## config.mk

```make
export PLATFORM = sky130hd
export DESIGN_NAME = wdp_watchdog_power
export DESIGN_NICKNAME = d
export VERILOG_FILES = /design/src/rtl/wdp_pkg.sv /design/src/rtl/wdp_watchdog_power.sv
export SDC_FILE = /design/constraint.sdc
export NUM_CORES = 1
export LEC_CHECK = 0
export BUFFER_PORTS_ARGS = -buffer_cell sky130_fd_sc_hd__clkbuf_2
export CAP_MARGIN = 20
export CORE_MARGIN = 5
export CORE_UTILIZATION = 60
export DETAILED_ROUTE_END_ITERATION = 8
export PLACE_DENSITY_LB_ADDON = 0.3
export SYNTH_ARGS = -nofsm -noshare
export SYNTH_HDL_FRONTEND = slang
export SYNTH_SLANG_ARGS = --single-unit
```

## constraint.sdc

```tcl
create_clock -name clk_sys -period 2.9 [get_ports clk_sys]
set_input_delay 0.435 -clock clk_sys [delete_from_list [all_inputs] [get_ports clk_sys]]
set_output_delay 0.435 -clock clk_sys [all_outputs]
set_load 0.01 [all_outputs]
```

## src/rtl/wdp_pkg.sv

```systemverilog
// package: register map, field positions, reset values and counts for the watchdog and power-mode block
package wdp_pkg;
    localparam logic [7:0] ADDR_POWER_CONTROL  = 8'h87;
    localparam logic [7:0] ADDR_CLOCK_CONTROL  = 8'h8e;
    localparam logic [7:0] ADDR_EXT_IRQ_FLAGS  = 8'h91;
    localparam logic [7:0] ADDR_TIMED_ACCESS   = 8'hc7;
    localparam logic [7:0] ADDR_WDOG_CONTROL   = 8'hd8;
    localparam logic [7:0] ADDR_EXT_IRQ_ENABLE = 8'he8;

    localparam logic [7:0] TA_KEY_FIRST  = 8'haa;
    localparam logic [7:0] TA_KEY_SECOND = 8'h55;
    localparam int         TA_WINDOW_CYC = 2;

    // power control
    localparam int POWER_CONTROL_IDLE_BIT = 0;
    localparam int POWER_CONTROL_STOP_BIT = 1;
    // clock control
    localparam int CLOCK_CONTROL_REG_SEL_LO_BIT = 6;
    localparam int CLOCK_CONTROL_REG_SEL_HI_BIT = 7;
    // extended interrupt flags
    localparam int EXTENDED_INTERRUPT_FLAGS_BGS_BIT  = 0;
    localparam int EXTENDED_INTERRUPT_FLAGS_RING_OSC_SELECT_BIT = 1;
    localparam int EXTENDED_INTERRUPT_FLAGS_RING_OSC_ACTIVE_BIT = 2;
    // watchdog control
    localparam int WDOG_CONTROL_REG_RESTART_BIT = 0;
    localparam int WDOG_CONTROL_REG_ENABLE_BIT  = 1;
    localparam int WDOG_CONTROL_REG_RSTFLAG_BIT = 2;
    localparam int WDOG_CONTROL_REG_IRQFLAG_BIT = 3;
    // extended interrupt enable
    localparam int EIE_WDOG_BIT = 4;

    localparam logic [7:0] RESET_VALUE = 8'h00;

    localparam int WDOG_EXP_SEL0 = 17;
    localparam int WDOG_EXP_SEL1 = 20;
    localparam int WDOG_EXP_SEL2 = 23;
    localparam int WDOG_EXP_SEL3 = 26;
    localparam int WDOG_GRACE_CLK = 512;
    localparam int RING_HANDOVER_CLK = 65536;

    typedef enum logic [1:0] {
        WDP_RUN_TYPE_RUN  = 2'b00,
        WDP_RUN_TYPE_IDLE = 2'b01,
        WDP_RUN_TYPE_STOP = 2'b10
    } wdp_mode_type;

    typedef struct packed {
        logic       wr;
        logic       rd;
        logic [7:0] addr;
        logic [7:0] wdata;
    } wdp_sfr_req_type;
endpackage

```

## src/rtl/wdp_watchdog_power.sv

```systemverilog
// watchdog timer, idle/stop power modes, band-gap and ring oscillator control
`timescale 1ns/10ps
//
// Operation
// - watchdog interval is 2^17, 2^20, 2^23 or 2^26 clocks by select field.
// - at interval end raise interrupt, then reset core 512 clocks later unless restarted.
// - interrupt flag sets exactly 512 clocks before the watchdog reset.
// - watchdog reset sets a sticky reset-cause flag for software.
// - watchdog runs only while enable bit set; enable writes need timed access.
// - restart bit starts a fresh full interval of the selected length.
// - interrupt request reaches core only when its enable bit is set.
// - power control bit 0 enters idle; clocks, timers, serial keep running.
// - idle ends on any enabled interrupt, including watchdog, or any reset.
// - power control bit 1 enters stop; oscillator and all clocks halt.
// - stop ends only on external interrupt or reset.
// - band-gap select resets to 0; when 1 reference stays on in stop.
// - band-gap select has no effect outside stop.
// - ring select set makes stop wake-up run from ring oscillator at once.
// - after ring wake-up switch to crystal after 65536 crystal clocks.
// - re-entering stop before handover turns all clocks off again.
// - read-only ring-mode bit is 1 while clocked from ring oscillator.
// - AAh then 55h to timed-access register opens a two-cycle protected write window.
module wdp_watchdog_power #(
    parameter int WDOG_GRACE    = wdp_pkg::WDOG_GRACE_CLK,
    parameter int RING_HANDOVER = wdp_pkg::RING_HANDOVER_CLK,
    parameter int EXP_SEL0      = wdp_pkg::WDOG_EXP_SEL0,
    parameter int EXP_SEL1      = wdp_pkg::WDOG_EXP_SEL1,
    parameter int EXP_SEL2      = wdp_pkg::WDOG_EXP_SEL2,
    parameter int EXP_SEL3      = wdp_pkg::WDOG_EXP_SEL3
) (
    input  wire logic                     clk_sys,
    input  wire logic                     nrst,
    input  wire wdp_pkg::wdp_sfr_req_type sfr_req,
    output logic [7:0]                    sfr_rdata,
    input  wire logic                     ext_irq_pin,
    input  wire logic                     other_irq_pending,
    output logic                          wdog_timeout_irq,
    output logic                          wdog_reset_req,
    output logic                          cpu_idle,
    output logic                          clocks_halted,
    output logic                          bandgap_on,
    output logic                          ring_clk_sel
);
    localparam int CNT_W = 27;
    localparam int RING_W = 17;

    // external interrupt pin is asynchronous
    logic ext_meta_reg;
    logic ext_sync_reg;
    always_ff @(posedge clk_sys or negedge nrst) begin
        if (!nrst) begin
            ext_meta_reg <= 1'b0;
            ext_sync_reg <= 1'b0;
        end else begin
            ext_meta_reg <= ext_irq_pin;
            ext_sync_reg <= ext_meta_reg;
        end
    end

    wire wr = sfr_req.wr;
    wire [7:0] wa = sfr_req.addr;
    wire [7:0] wd = sfr_req.wdata;

    // one strobe per register; an unmapped address raises none
    logic wr_ta;
    logic wr_clock_control_reg;
    logic wr_wdog_control_reg;
    logic wr_extended_interrupt_flags;
    logic wr_eie;
    logic wr_power_control;
    always_comb begin
        wr_ta    = 1'b0;
        wr_clock_control_reg = 1'b0;
        wr_wdog_control_reg = 1'b0;
        wr_extended_interrupt_flags  = 1'b0;
        wr_eie   = 1'b0;
        wr_power_control  = 1'b0;
        if (wa == wdp_pkg::ADDR_TIMED_ACCESS) begin
            wr_ta = wr;
        end else if (wa == wdp_pkg::ADDR_CLOCK_CONTROL) begin
            wr_clock_control_reg = wr;
        end else if (wa == wdp_pkg::ADDR_WDOG_CONTROL) begin
            wr_wdog_control_reg = wr;
        end else if (wa == wdp_pkg::ADDR_EXT_IRQ_FLAGS) begin
            wr_extended_interrupt_flags = wr;
        end else if (wa == wdp_pkg::ADDR_EXT_IRQ_ENABLE) begin
            wr_eie = wr;
        end else if (wa == wdp_pkg::ADDR_POWER_CONTROL) begin
            wr_power_control = wr;
        end
    end

    // timed access
    logic       ta_armed_reg;
    logic [1:0] ta_window_reg;
    always_ff @(posedge clk_sys or negedge nrst) begin
        if (!nrst) begin
            ta_armed_reg  <= 1'b0;
            ta_window_reg <= 2'h0;
        end else if (wr_ta) begin
            // any other key byte disarms the sequence
            ta_armed_reg  <= (wd == wdp_pkg::TA_KEY_FIRST);
            ta_window_reg <= (ta_armed_reg && wd == wdp_pkg::TA_KEY_SECOND) ?
                             2'(wdp_pkg::TA_WINDOW_CYC) : 2'h0;
        end else if (ta_window_reg != 2'h0) begin
            ta_window_reg <= ta_window_reg - 2'h1;
        end
    end
    wire ta_open = (ta_window_reg != 2'h0);

    // register state
    logic       sel_hi_reg;
    logic       sel_lo_reg;
    logic       wdog_enable_reg;
    logic       irq_flag_reg;
    logic       rst_flag_reg;
    logic       irq_en_reg;
    logic       bgs_reg;
    logic       ring_osc_select_reg;
    logic       idle_reg;
    logic       stop_reg;
    logic       ring_reg;
    logic [CNT_W-1:0]  wdog_cnt_reg;
    logic [9:0]        grace_cnt_reg;
    logic              grace_reg;
    logic [RING_W-1:0] ring_cnt_reg;

    logic [CNT_W-1:0] interval_last;
    always_comb begin
        case ({sel_hi_reg, sel_lo_reg})
            2'b00:   interval_last = CNT_W'((64'd1 << EXP_SEL0) - 64'd1);
            2'b01:   interval_last = CNT_W'((64'd1 << EXP_SEL1) - 64'd1);
            2'b10:   interval_last = CNT_W'((64'd1 << EXP_SEL2) - 64'd1);
            default: interval_last = CNT_W'((64'd1 << EXP_SEL3) - 64'd1);
        endcase
    end

    // frozen in stop because the crystal is halted there
    wire running    = wdog_enable_reg && !stop_reg;
    // restart is a strobe, never stored, so its bit always reads 0
    wire restart    = wr_wdog_control_reg && ta_open && wd[wdp_pkg::WDOG_CONTROL_REG_RESTART_BIT];
    wire interval_done = running && !grace_reg && (wdog_cnt_reg == interval_last);
    wire grace_done = running && grace_reg && (grace_cnt_reg == 10'(WDOG_GRACE - 1));

    // a new select applies to the count already running
    always_ff @(posedge clk_sys or negedge nrst) begin
        if (!nrst) begin
            sel_hi_reg <= 1'b0;
            sel_lo_reg <= 1'b0;
        end else if (wr_clock_control_reg) begin
            sel_hi_reg <= wd[wdp_pkg::CLOCK_CONTROL_REG_SEL_HI_BIT];
            sel_lo_reg <= wd[wdp_pkg::CLOCK_CONTROL_REG_SEL_LO_BIT];
        end
    end

    always_ff @(posedge clk_sys or negedge nrst) begin
        if (!nrst) begin
            wdog_enable_reg <= 1'b0;
            irq_en_reg      <= 1'b0;
        end else begin
            if (wr_wdog_control_reg && ta_open)
                wdog_enable_reg <= wd[wdp_pkg::WDOG_CONTROL_REG_ENABLE_BIT];
            if (wr_eie)
                irq_en_reg <= wd[wdp_pkg::EIE_WDOG_BIT];
        end
    end

    // interval counter; holds its last value while the grace count runs
    always_ff @(posedge clk_sys or negedge nrst) begin
        if (!nrst) begin
            wdog_cnt_reg <= '0;
        end else if (restart || !wdog_enable_reg || grace_done) begin
            wdog_cnt_reg <= '0;
        end else if (running && !grace_reg && !interval_done) begin
            wdog_cnt_reg <= wdog_cnt_reg + CNT_W'(1);
        end
    end

    // grace counter: the last clocks before the reset request
    always_ff @(posedge clk_sys or negedge nrst) begin
        if (!nrst) begin
            grace_cnt_reg <= 10'h000;
            grace_reg     <= 1'b0;
        end else if (restart || !wdog_enable_reg || grace_done) begin
            grace_cnt_reg <= 10'h000;
            grace_reg     <= 1'b0;
        end else if (interval_done) begin
            grace_reg     <= 1'b1;
        end else if (running && grace_reg) begin
            grace_cnt_reg <= grace_cnt_reg + 10'h001;
        end
    end

    // reset pulse toward the system reset logic; flag kept here
    always_ff @(posedge clk_sys or negedge nrst) begin
        if (!nrst)
            wdog_reset_req <= 1'b0;
        else
            wdog_reset_req <= grace_done;
    end

    always_ff @(posedge clk_sys or negedge nrst) begin
        if (!nrst)
            irq_flag_reg <= 1'b0;
        else if (interval_done)
            irq_flag_reg <= 1'b1;
        else if (wr_wdog_control_reg && ta_open)
            irq_flag_reg <= wd[wdp_pkg::WDOG_CONTROL_REG_IRQFLAG_BIT];
    end

    // set wins over a clearing write in the same cycle
    always_ff @(posedge clk_sys or negedge nrst) begin
        if (!nrst)
            rst_flag_reg <= 1'b0;
        else if (grace_done)
            rst_flag_reg <= 1'b1;
        else if (wr_wdog_control_reg && !wd[wdp_pkg::WDOG_CONTROL_REG_RSTFLAG_BIT])
            rst_flag_reg <= 1'b0;
    end

    always_comb wdog_timeout_irq = irq_flag_reg && irq_en_reg;

    always_ff @(posedge clk_sys or negedge nrst) begin
        if (!nrst) begin
            bgs_reg  <= 1'b0;
            ring_osc_select_reg <= 1'b0;
        end else if (wr_extended_interrupt_flags) begin
            if (ta_open)
                bgs_reg <= wd[wdp_pkg::EXTENDED_INTERRUPT_FLAGS_BGS_BIT];
            ring_osc_select_reg <= wd[wdp_pkg::EXTENDED_INTERRUPT_FLAGS_RING_OSC_SELECT_BIT];
        end
    end

    // band-gap always on outside stop
    always_comb bandgap_on = !stop_reg || bgs_reg;

    // the synchronised pin wakes idle as well as stop
    wire wake_idle = wdog_timeout_irq || other_irq_pending || ext_sync_reg;
    wire wake_stop = ext_sync_reg;

    always_ff @(posedge clk_sys or negedge nrst) begin
        if (!nrst) begin
            idle_reg <= 1'b0;
        end else if (wr_power_control && wd[wdp_pkg::POWER_CONTROL_IDLE_BIT] && !wd[wdp_pkg::POWER_CONTROL_STOP_BIT]) begin
            idle_reg <= 1'b1;
        end else if (wake_idle) begin
            idle_reg <= 1'b0;
        end
    end

    always_ff @(posedge clk_sys or negedge nrst) begin
        if (!nrst) begin
            stop_reg <= 1'b0;
        end else if (wr_power_control && wd[wdp_pkg::POWER_CONTROL_STOP_BIT]) begin
            stop_reg <= 1'b1;
        end else if (wake_stop) begin
            stop_reg <= 1'b0;
        end
    end

    // ring oscillator handover; the count starts over on every wake
    // so a stop before handover never shortens the settling time
    always_ff @(posedge clk_sys or negedge nrst) begin
        if (!nrst) begin
            ring_reg     <= 1'b0;
            ring_cnt_reg <= '0;
        end else if (stop_reg && wake_stop) begin
            ring_reg     <= ring_osc_select_reg;
            ring_cnt_reg <= '0;
        end else if (ring_reg && !stop_reg) begin
            ring_cnt_reg <= ring_cnt_reg + RING_W'(1);
            if (ring_cnt_reg == RING_W'(RING_HANDOVER - 1))
                ring_reg <= 1'b0;
        end
    end

    always_comb cpu_idle      = idle_reg;
    always_comb clocks_halted = stop_reg;
    always_comb ring_clk_sel  = ring_reg && !stop_reg;

    always_ff @(posedge clk_sys or negedge nrst) begin
        if (!nrst) begin
            sfr_rdata <= wdp_pkg::RESET_VALUE;
        end else if (sfr_req.rd) begin
            if (sfr_req.addr == wdp_pkg::ADDR_POWER_CONTROL)
                sfr_rdata <= {6'h00, stop_reg, idle_reg};
            else if (sfr_req.addr == wdp_pkg::ADDR_CLOCK_CONTROL)
                sfr_rdata <= {sel_hi_reg, sel_lo_reg, 6'h00};
            else if (sfr_req.addr == wdp_pkg::ADDR_EXT_IRQ_FLAGS)
                sfr_rdata <= {5'h00, ring_clk_sel, ring_osc_select_reg, bgs_reg};
            else if (sfr_req.addr == wdp_pkg::ADDR_WDOG_CONTROL)
                sfr_rdata <= {4'h0, irq_flag_reg, rst_flag_reg, wdog_enable_reg, 1'b0};
            else if (sfr_req.addr == wdp_pkg::ADDR_EXT_IRQ_ENABLE)
                sfr_rdata <= {3'h0, irq_en_reg, 4'h0};
            else
                sfr_rdata <= 8'h00;
        end
    end
endmodule // wdp_watchdog_power

```

# Word-level counts from Yosys, hierarchy flattened
# Index checks and enable logic that the tools add are counted.
[word_totals] regBits=80 latchBits=0 ram_bits=0 mem_bits_ro=0 input_bits=22 elab_cells=131 n_memories=0
[classes] n_addsub=4 multipliers=0 div=0 order_cmp=0 n_eq_ne=14 shifts=0 muxes=50 bitwise=0 n_reduce_logical=42
[op_table] cell="$pmux 26 s3" n=1
[op_table] cell="$eq 8x8->1 const B" n=7
[op_table] cell="$mux 27" n=2
[op_table] cell="$mux 1" n=34
[op_table] cell="$mux 17" n=2
[op_table] cell="$mux 10" n=3
[op_table] cell="$add 27x1->27 const B" n=1
[op_table] cell="$eq 27x27->1" n=1
[op_table] cell="$reduce_bool 2->1" n=11
[op_table] cell="$add 17x1->17 const B" n=1
[op_table] cell="$eq 17x16->1 const B" n=1
[op_table] cell="$logic_and 1x1->1" n=16
[op_table] cell="$mux 8" n=2
[op_table] cell="$mux 5" n=3
[op_table] cell="$add 10x1->10 const B" n=1
[op_table] cell="$eq 10x9->1 const B" n=1
[op_table] cell="$eq 8x7->1 const B" n=1
[op_table] cell="$logic_not 1->1" n=6
[op_table] cell="$mux 2" n=3
[op_table] cell="$reduce_and 2->1" n=3
[op_table] cell="$logic_or 1x1->1" n=5
[op_table] cell="$eq 2x1->1 const B" n=1
[op_table] cell="$eq 2x2->1 const B" n=1
[op_table] cell="$logic_not 2->1" n=1
[op_table] cell="2 further kinds" n=2

# Longest topological paths before layout
[logic_depth] depth_word=10 depth_mapped=8

# Worst setup path before layout
# Ideal clock, no wire load.
[synth_path] kind="input to register" from="in sfr_req[10] in the netlist's numbering" to="reg bgs_reg" setup_ns=0.125 arrival_time_ns=1.935 required_time_ns=2.775 setup_slack_ns=0.840 stages=5 path_buffers=0 path_cell_list="or3b_1 -> nor4_1 -> nand4b_1 -> nor2_1 -> mux2_2"
[synth_between] elab_chain_len=6 elab_cells_between_ends=9
[synth_lines] element="start: declaration" line_no="wdp_watchdog_power.sv:33" text="input wire wdp_pkg::wdp_sfr_req_type sfr_req,"
[synth_lines] element="$eq 8x8->1" line_no="wdp_watchdog_power.sv:84" text="end else if (wa == wdp_pkg::ADDR_EXT_IRQ_FLAGS) begin"
[synth_lines] element="$mux 1" line_no="wdp_watchdog_power.sv:84"
[synth_lines] element="$mux 1" line_no="wdp_watchdog_power.sv:82" text="end else if (wa == wdp_pkg::ADDR_WDOG_CONTROL) begin"
[synth_lines] element="$mux 1" line_no="wdp_watchdog_power.sv:80" text="end else if (wa == wdp_pkg::ADDR_CLOCK_CONTROL) begin"
[synth_lines] element="$mux 1 (*)" line_no="wdp_watchdog_power.sv:78" text="if (wa == wdp_pkg::ADDR_TIMED_ACCESS) begin"
[synth_lines] element="$reduce_and 2->1 (no line) (*)"
[synth_lines] element="end signal: assignment" line_no="wdp_watchdog_power.sv:229" text="bgs_reg <= wd[wdp_pkg::EXTENDED_INTERRUPT_FLAGS_BGS_BIT];"
[synth_lines] element="end: declaration" line_no="wdp_watchdog_power.sv:118" text="logic bgs_reg;"
# Mark *: on every way between the ends. The rest lies on a longest branch, timed or not.
# A chain may end at the register's enable or synchronous reset.

# Final worst setup path
[layout_path] from="reg stop_reg, in the netlist clocks_halted" to="reg wdog_cnt_reg[21]"
[layout_between] elab_chain_len=7 elab_cells_between_ends=11
[layout_lines] element="start: declaration" line_no="wdp_watchdog_power.sv:121" text="logic stop_reg;"
[layout_lines] element="start signal: assignment" line_no="wdp_watchdog_power.sv:253" text="stop_reg <= 1'b0;"
[layout_lines] element="start signal: assignment" line_no="wdp_watchdog_power.sv:255" text="stop_reg <= 1'b1;"
[layout_lines] element="start signal: assignment" line_no="wdp_watchdog_power.sv:257" text="stop_reg <= 1'b0;"
[layout_lines] element="$logic_not 1->1 (*)" line_no="wdp_watchdog_power.sv:139" text="wire running = wdog_enable_reg && !stop_reg;"
[layout_lines] element="$logic_and 1x1->1 (*)" line_no="wdp_watchdog_power.sv:139"
[layout_lines] element="$logic_and 1x1->1" line_no="wdp_watchdog_power.sv:142, wdp_watchdog_power.sv:174"
[layout_lines] element="$logic_and 1x1->1" line_no="wdp_watchdog_power.sv:142" text="wire interval_done = running && !grace_reg && (wdog_cnt_reg == interval_last);"
[layout_lines] element="$logic_not 1->1" line_no="wdp_watchdog_power.sv:174" text="end else if (running && !grace_reg && !interval_done) begin"
[layout_lines] element="$logic_and 1x1->1" line_no="wdp_watchdog_power.sv:174"
[layout_lines] element="$reduce_bool 2->1 (no line)"
[layout_lines] element="end signal: assignment" line_no="wdp_watchdog_power.sv:175" text="wdog_cnt_reg <= wdog_cnt_reg + CNT_W'(1);"
[layout_lines] element="end: declaration" line_no="wdp_watchdog_power.sv:123" text="logic [CNT_W-1:0] wdog_cnt_reg;"
# Marked as above.

==> run_results.csv <==
group,metric,value,unit
yosys,synth.distinct_cells,59,
routing,totalWireLength,9330,microns
timing,fmax,415,MHz
die,fp.dieH,94.4,microns
timing,slew_viol_final,0,
routing,wire_per_inst,16.0,microns
routing,vias_per_cell,6.14,
die,io-pin-count,36,
placed_design,gp_congestion,0.873,
layout,drive_gt1_frac,0.142,
job,cap_violations,0,
run_status,status,"finished, final reports clean",
power_and_ir_drop,ir_worst_vdd,361,uV
yosys,syn_inst,451,
layout,nNetsFinal,509,
layout,largest_reg_flops,27,
routing,drt_pre_antenna_iters,4,
timing,hold_violations,0,
layout,syn2layout_area_growth,10.5,%
power_and_ir_drop,p_leak,1.99,nW
layout,ff_latch_area,1980,sq um
routing,drt_iter0_drc,230,
routing,via_count,3580,
timing,min_period,2.41,ns
yosys,synthFlopType,"dfrtp_1",
yosys,muxShareOfSynthArea,0.0269,
yosys,synth_top_area_frac,0.462,
timing,slew_headroom,0.495,
die,floorplan.initialDensity,0.623,
timing,hold_slack,0.183,ns
global_routing,antenna_found_initial,0,
worst_setup_path,crit_type,"reg -> reg",
clocking,clkLatencyLatePin,0.36,ns
worst_setup_path,rr_endpoint,"wdog_cnt_reg[21]$_DFFE_PN0P_",
placed_design,io_buffers,34,
clocking,root_buffer,"clkbuf_8",
hold_path,hold_end,"ext_meta_reg$_DFF_PN0_",
die,rows,30,
clocking,path_clk_slew,0.08,ns
yosys,synth_edf_count,0,
power_and_ir_drop,power_density,466,nW/um^2
yosys,synth_xor_area_frac,0.0225,
yosys,synth.cell_area,4280,sq um
worst_setup_path,crit_start,"clocks_halted$_DFFE_PN0P_",
global_routing,grt_pass1_vias,3483,
worst_setup_path,endpoint_kind,"flop",
clocking,cts_max_level,3,
layout,nFillCells,539,
placed_design,dp.final_hpwl,6390,microns
die,die-area,8920,sq um
global_routing,grtUsageTotal,0.229,
yosys,synth_area_per_cell,9.48,sq um
clocking,cts_buffers,9,
clocking,cts_setup_buffers,0,
worst_setup_path,startpoint_type,"flop",
yosys,synthArstFlopShare,1.00,
yosys,synthSimpleGateAreaFrac,0.269,
worst_setup_path,regToRegStartpoint,"clocks_halted$_DFFE_PN0P_",
hold_path,hold_depth,1,
timing,tns,0,ns
layout,multi_input_area,2120,sq um
clocking,clk_path_buf_depth,2,
yosys,synth_top_family_by_area,"simple AND/OR/NAND/NOR gates",
die,die_w,94.4,microns
layout,fin_util,0.688,
yosys,synth_compound_area_frac,0.161,
timing,worst_pin_slew,0.751,ns
timing,rsz0062_at_grt,"no",
timing,finalSetupViolCount,0,
global_routing,grt_pass1_wl,16200,microns
yosys,syn_nets,478,
yosys,synth.area.top_cells,"dfrtp_1 46%, or4_1 3.7%, a21oi_1 3.5%, nand2_1 3.5%, o31ai_1 3.5%",
routing,drtAntennaViolNets,0,
die,core,6870,sq um
worst_setup_path,rrSetupSlack,0.49,ns
global_routing,grt_max_degree,80,
timing,fin_skew,0.00894,ns
yosys,synth-seq-area-share,0.462,
worst_setup_path,r2r_cells,5,
hold_path,min-delay-start,"ext_irq_pin",
clocking,cts_tree,"built",
yosys,ys_ff_latch,79,
yosys,yosysTopAreaCell,"dfrtp_1",
layout,final_cell_mix,"79 x dfrtp_1, 40 x nand2_1, 33 x clkbuf_2",
worst_setup_path,worstPathRequired,3.18,ns
global_routing,grt-ovfl-total,0,
clocking,cts.repair.resized,0,
hold_path,hp-class,"in -> reg",
layout,layout_commonest_cell,"dfrtp_1",
yosys,yosys_warnings,0,
worst_setup_path,crit_arrival,2.69,ns
timing,fin_crit_sh,0.831,
yosys,synth-adder-area-share,0.0146,
routing,drc_errors,0,
layout,n_antenna_cell,0,
clocking,cts_sinks,79,
clocking,hold_buffers,0,
worst_setup_path,cp_max_fo,15,
==> critical path: stages (launching register included) <==
cell and delay [ns]:
dfrtp_1 0.44, or3b_1 0.61, nor3_1 0.51, nand3_1 0.16
or4_1 0.43, a21oi_1 0.18
==> synth_stat cells, drive strengths merged (5+ instances only) <==
library cell,count
a21oi,32
a22o,5
and3,16
buf,12
clkbuf,9
dfrtp,79
ha,5
inv,15
mux2i,7
nand2,40
nand2b,7
nand3,28
nand3b,5
nand4,10
nand4b,7
nor2,29
nor2b,5
nor3,5
nor4,6
o21ai,21
o22ai,5
o31ai,20
or3,6
or4,22
xor2,10
==> routing by layer <==
metal | part of all wire | track usage | routed length (microns) | up-vias
met5 | 0 | 0 | 0 | -
met3 | 0.051 | 0.0606 | 472 | 13
met2 | 0.48 | 0.361 | 4490 | 95
met1 | 0.45 | 0.307 | 4240 | 1725
met4 | 0.013 | 0.0746 | 122 | 0
li1 | - | - | - | 1747
==> power breakdown <==
group	switching, W	leakage, nW	internal [W]
Clock	0.000425	0.0989	0.000424
Combinational	0.000122	0.810	0.0000799
Sequential	0.0000212	1.08	0.00113
Total	0.000568	1.99	0.00163
==> area by class of cell <==
cell class              instances  share of cell area
multi-input cells             335               0.448
flip-flops and latches         79               0.418
repair buffers                 41              0.0524
clock buffers                  10              0.0291
well taps                      96              0.0254
clock inverters                 6              0.0143
inverters                      16              0.0127
==> worst max-delay path by stage <==
stage,cells after the start,endpoint,slack [ns]
finish,5,wdog_cnt_reg[21]$_DFFE_PN0P_,0.49
global placement,6,bgs_reg$_DFFE_PN0P_,0.63
floorplan,5,bgs_reg$_DFFE_PN0P_,0.84
CTS,5,wdog_cnt_reg[21]$_DFFE_PN0P_,0.52
global route,5,wdog_cnt_reg[21]$_DFFE_PN0P_,0.35
detailed placement,6,bgs_reg$_DFFE_PN0P_,0.55
==> kinds of logic after synthesis <==
logic type | Yosys count
AND/OR/NAND/NOR | 203
adder cells (fa/ha/maj) | 5
AO/OA/AOI/OAI | 104
flip-flops | 79
multiplexers | 11
other | 1
buffers and inverters | 37
XOR/XNOR | 11
==> per-stage QoR <==
stage	area, sq um	setup WS, ns	total power [W]	std cells
floorplan	4280	0.840	0.00129	451
global placement	4480	0.629	0.00136	565
detailed placement	4480	0.555	0.00137	565
CTS	4690	0.522	0.00222	581
global route	4730	0.354	0.00231	583
finish	4730	0.489	0.00220	583
Power figures use the tool's default switching activity.
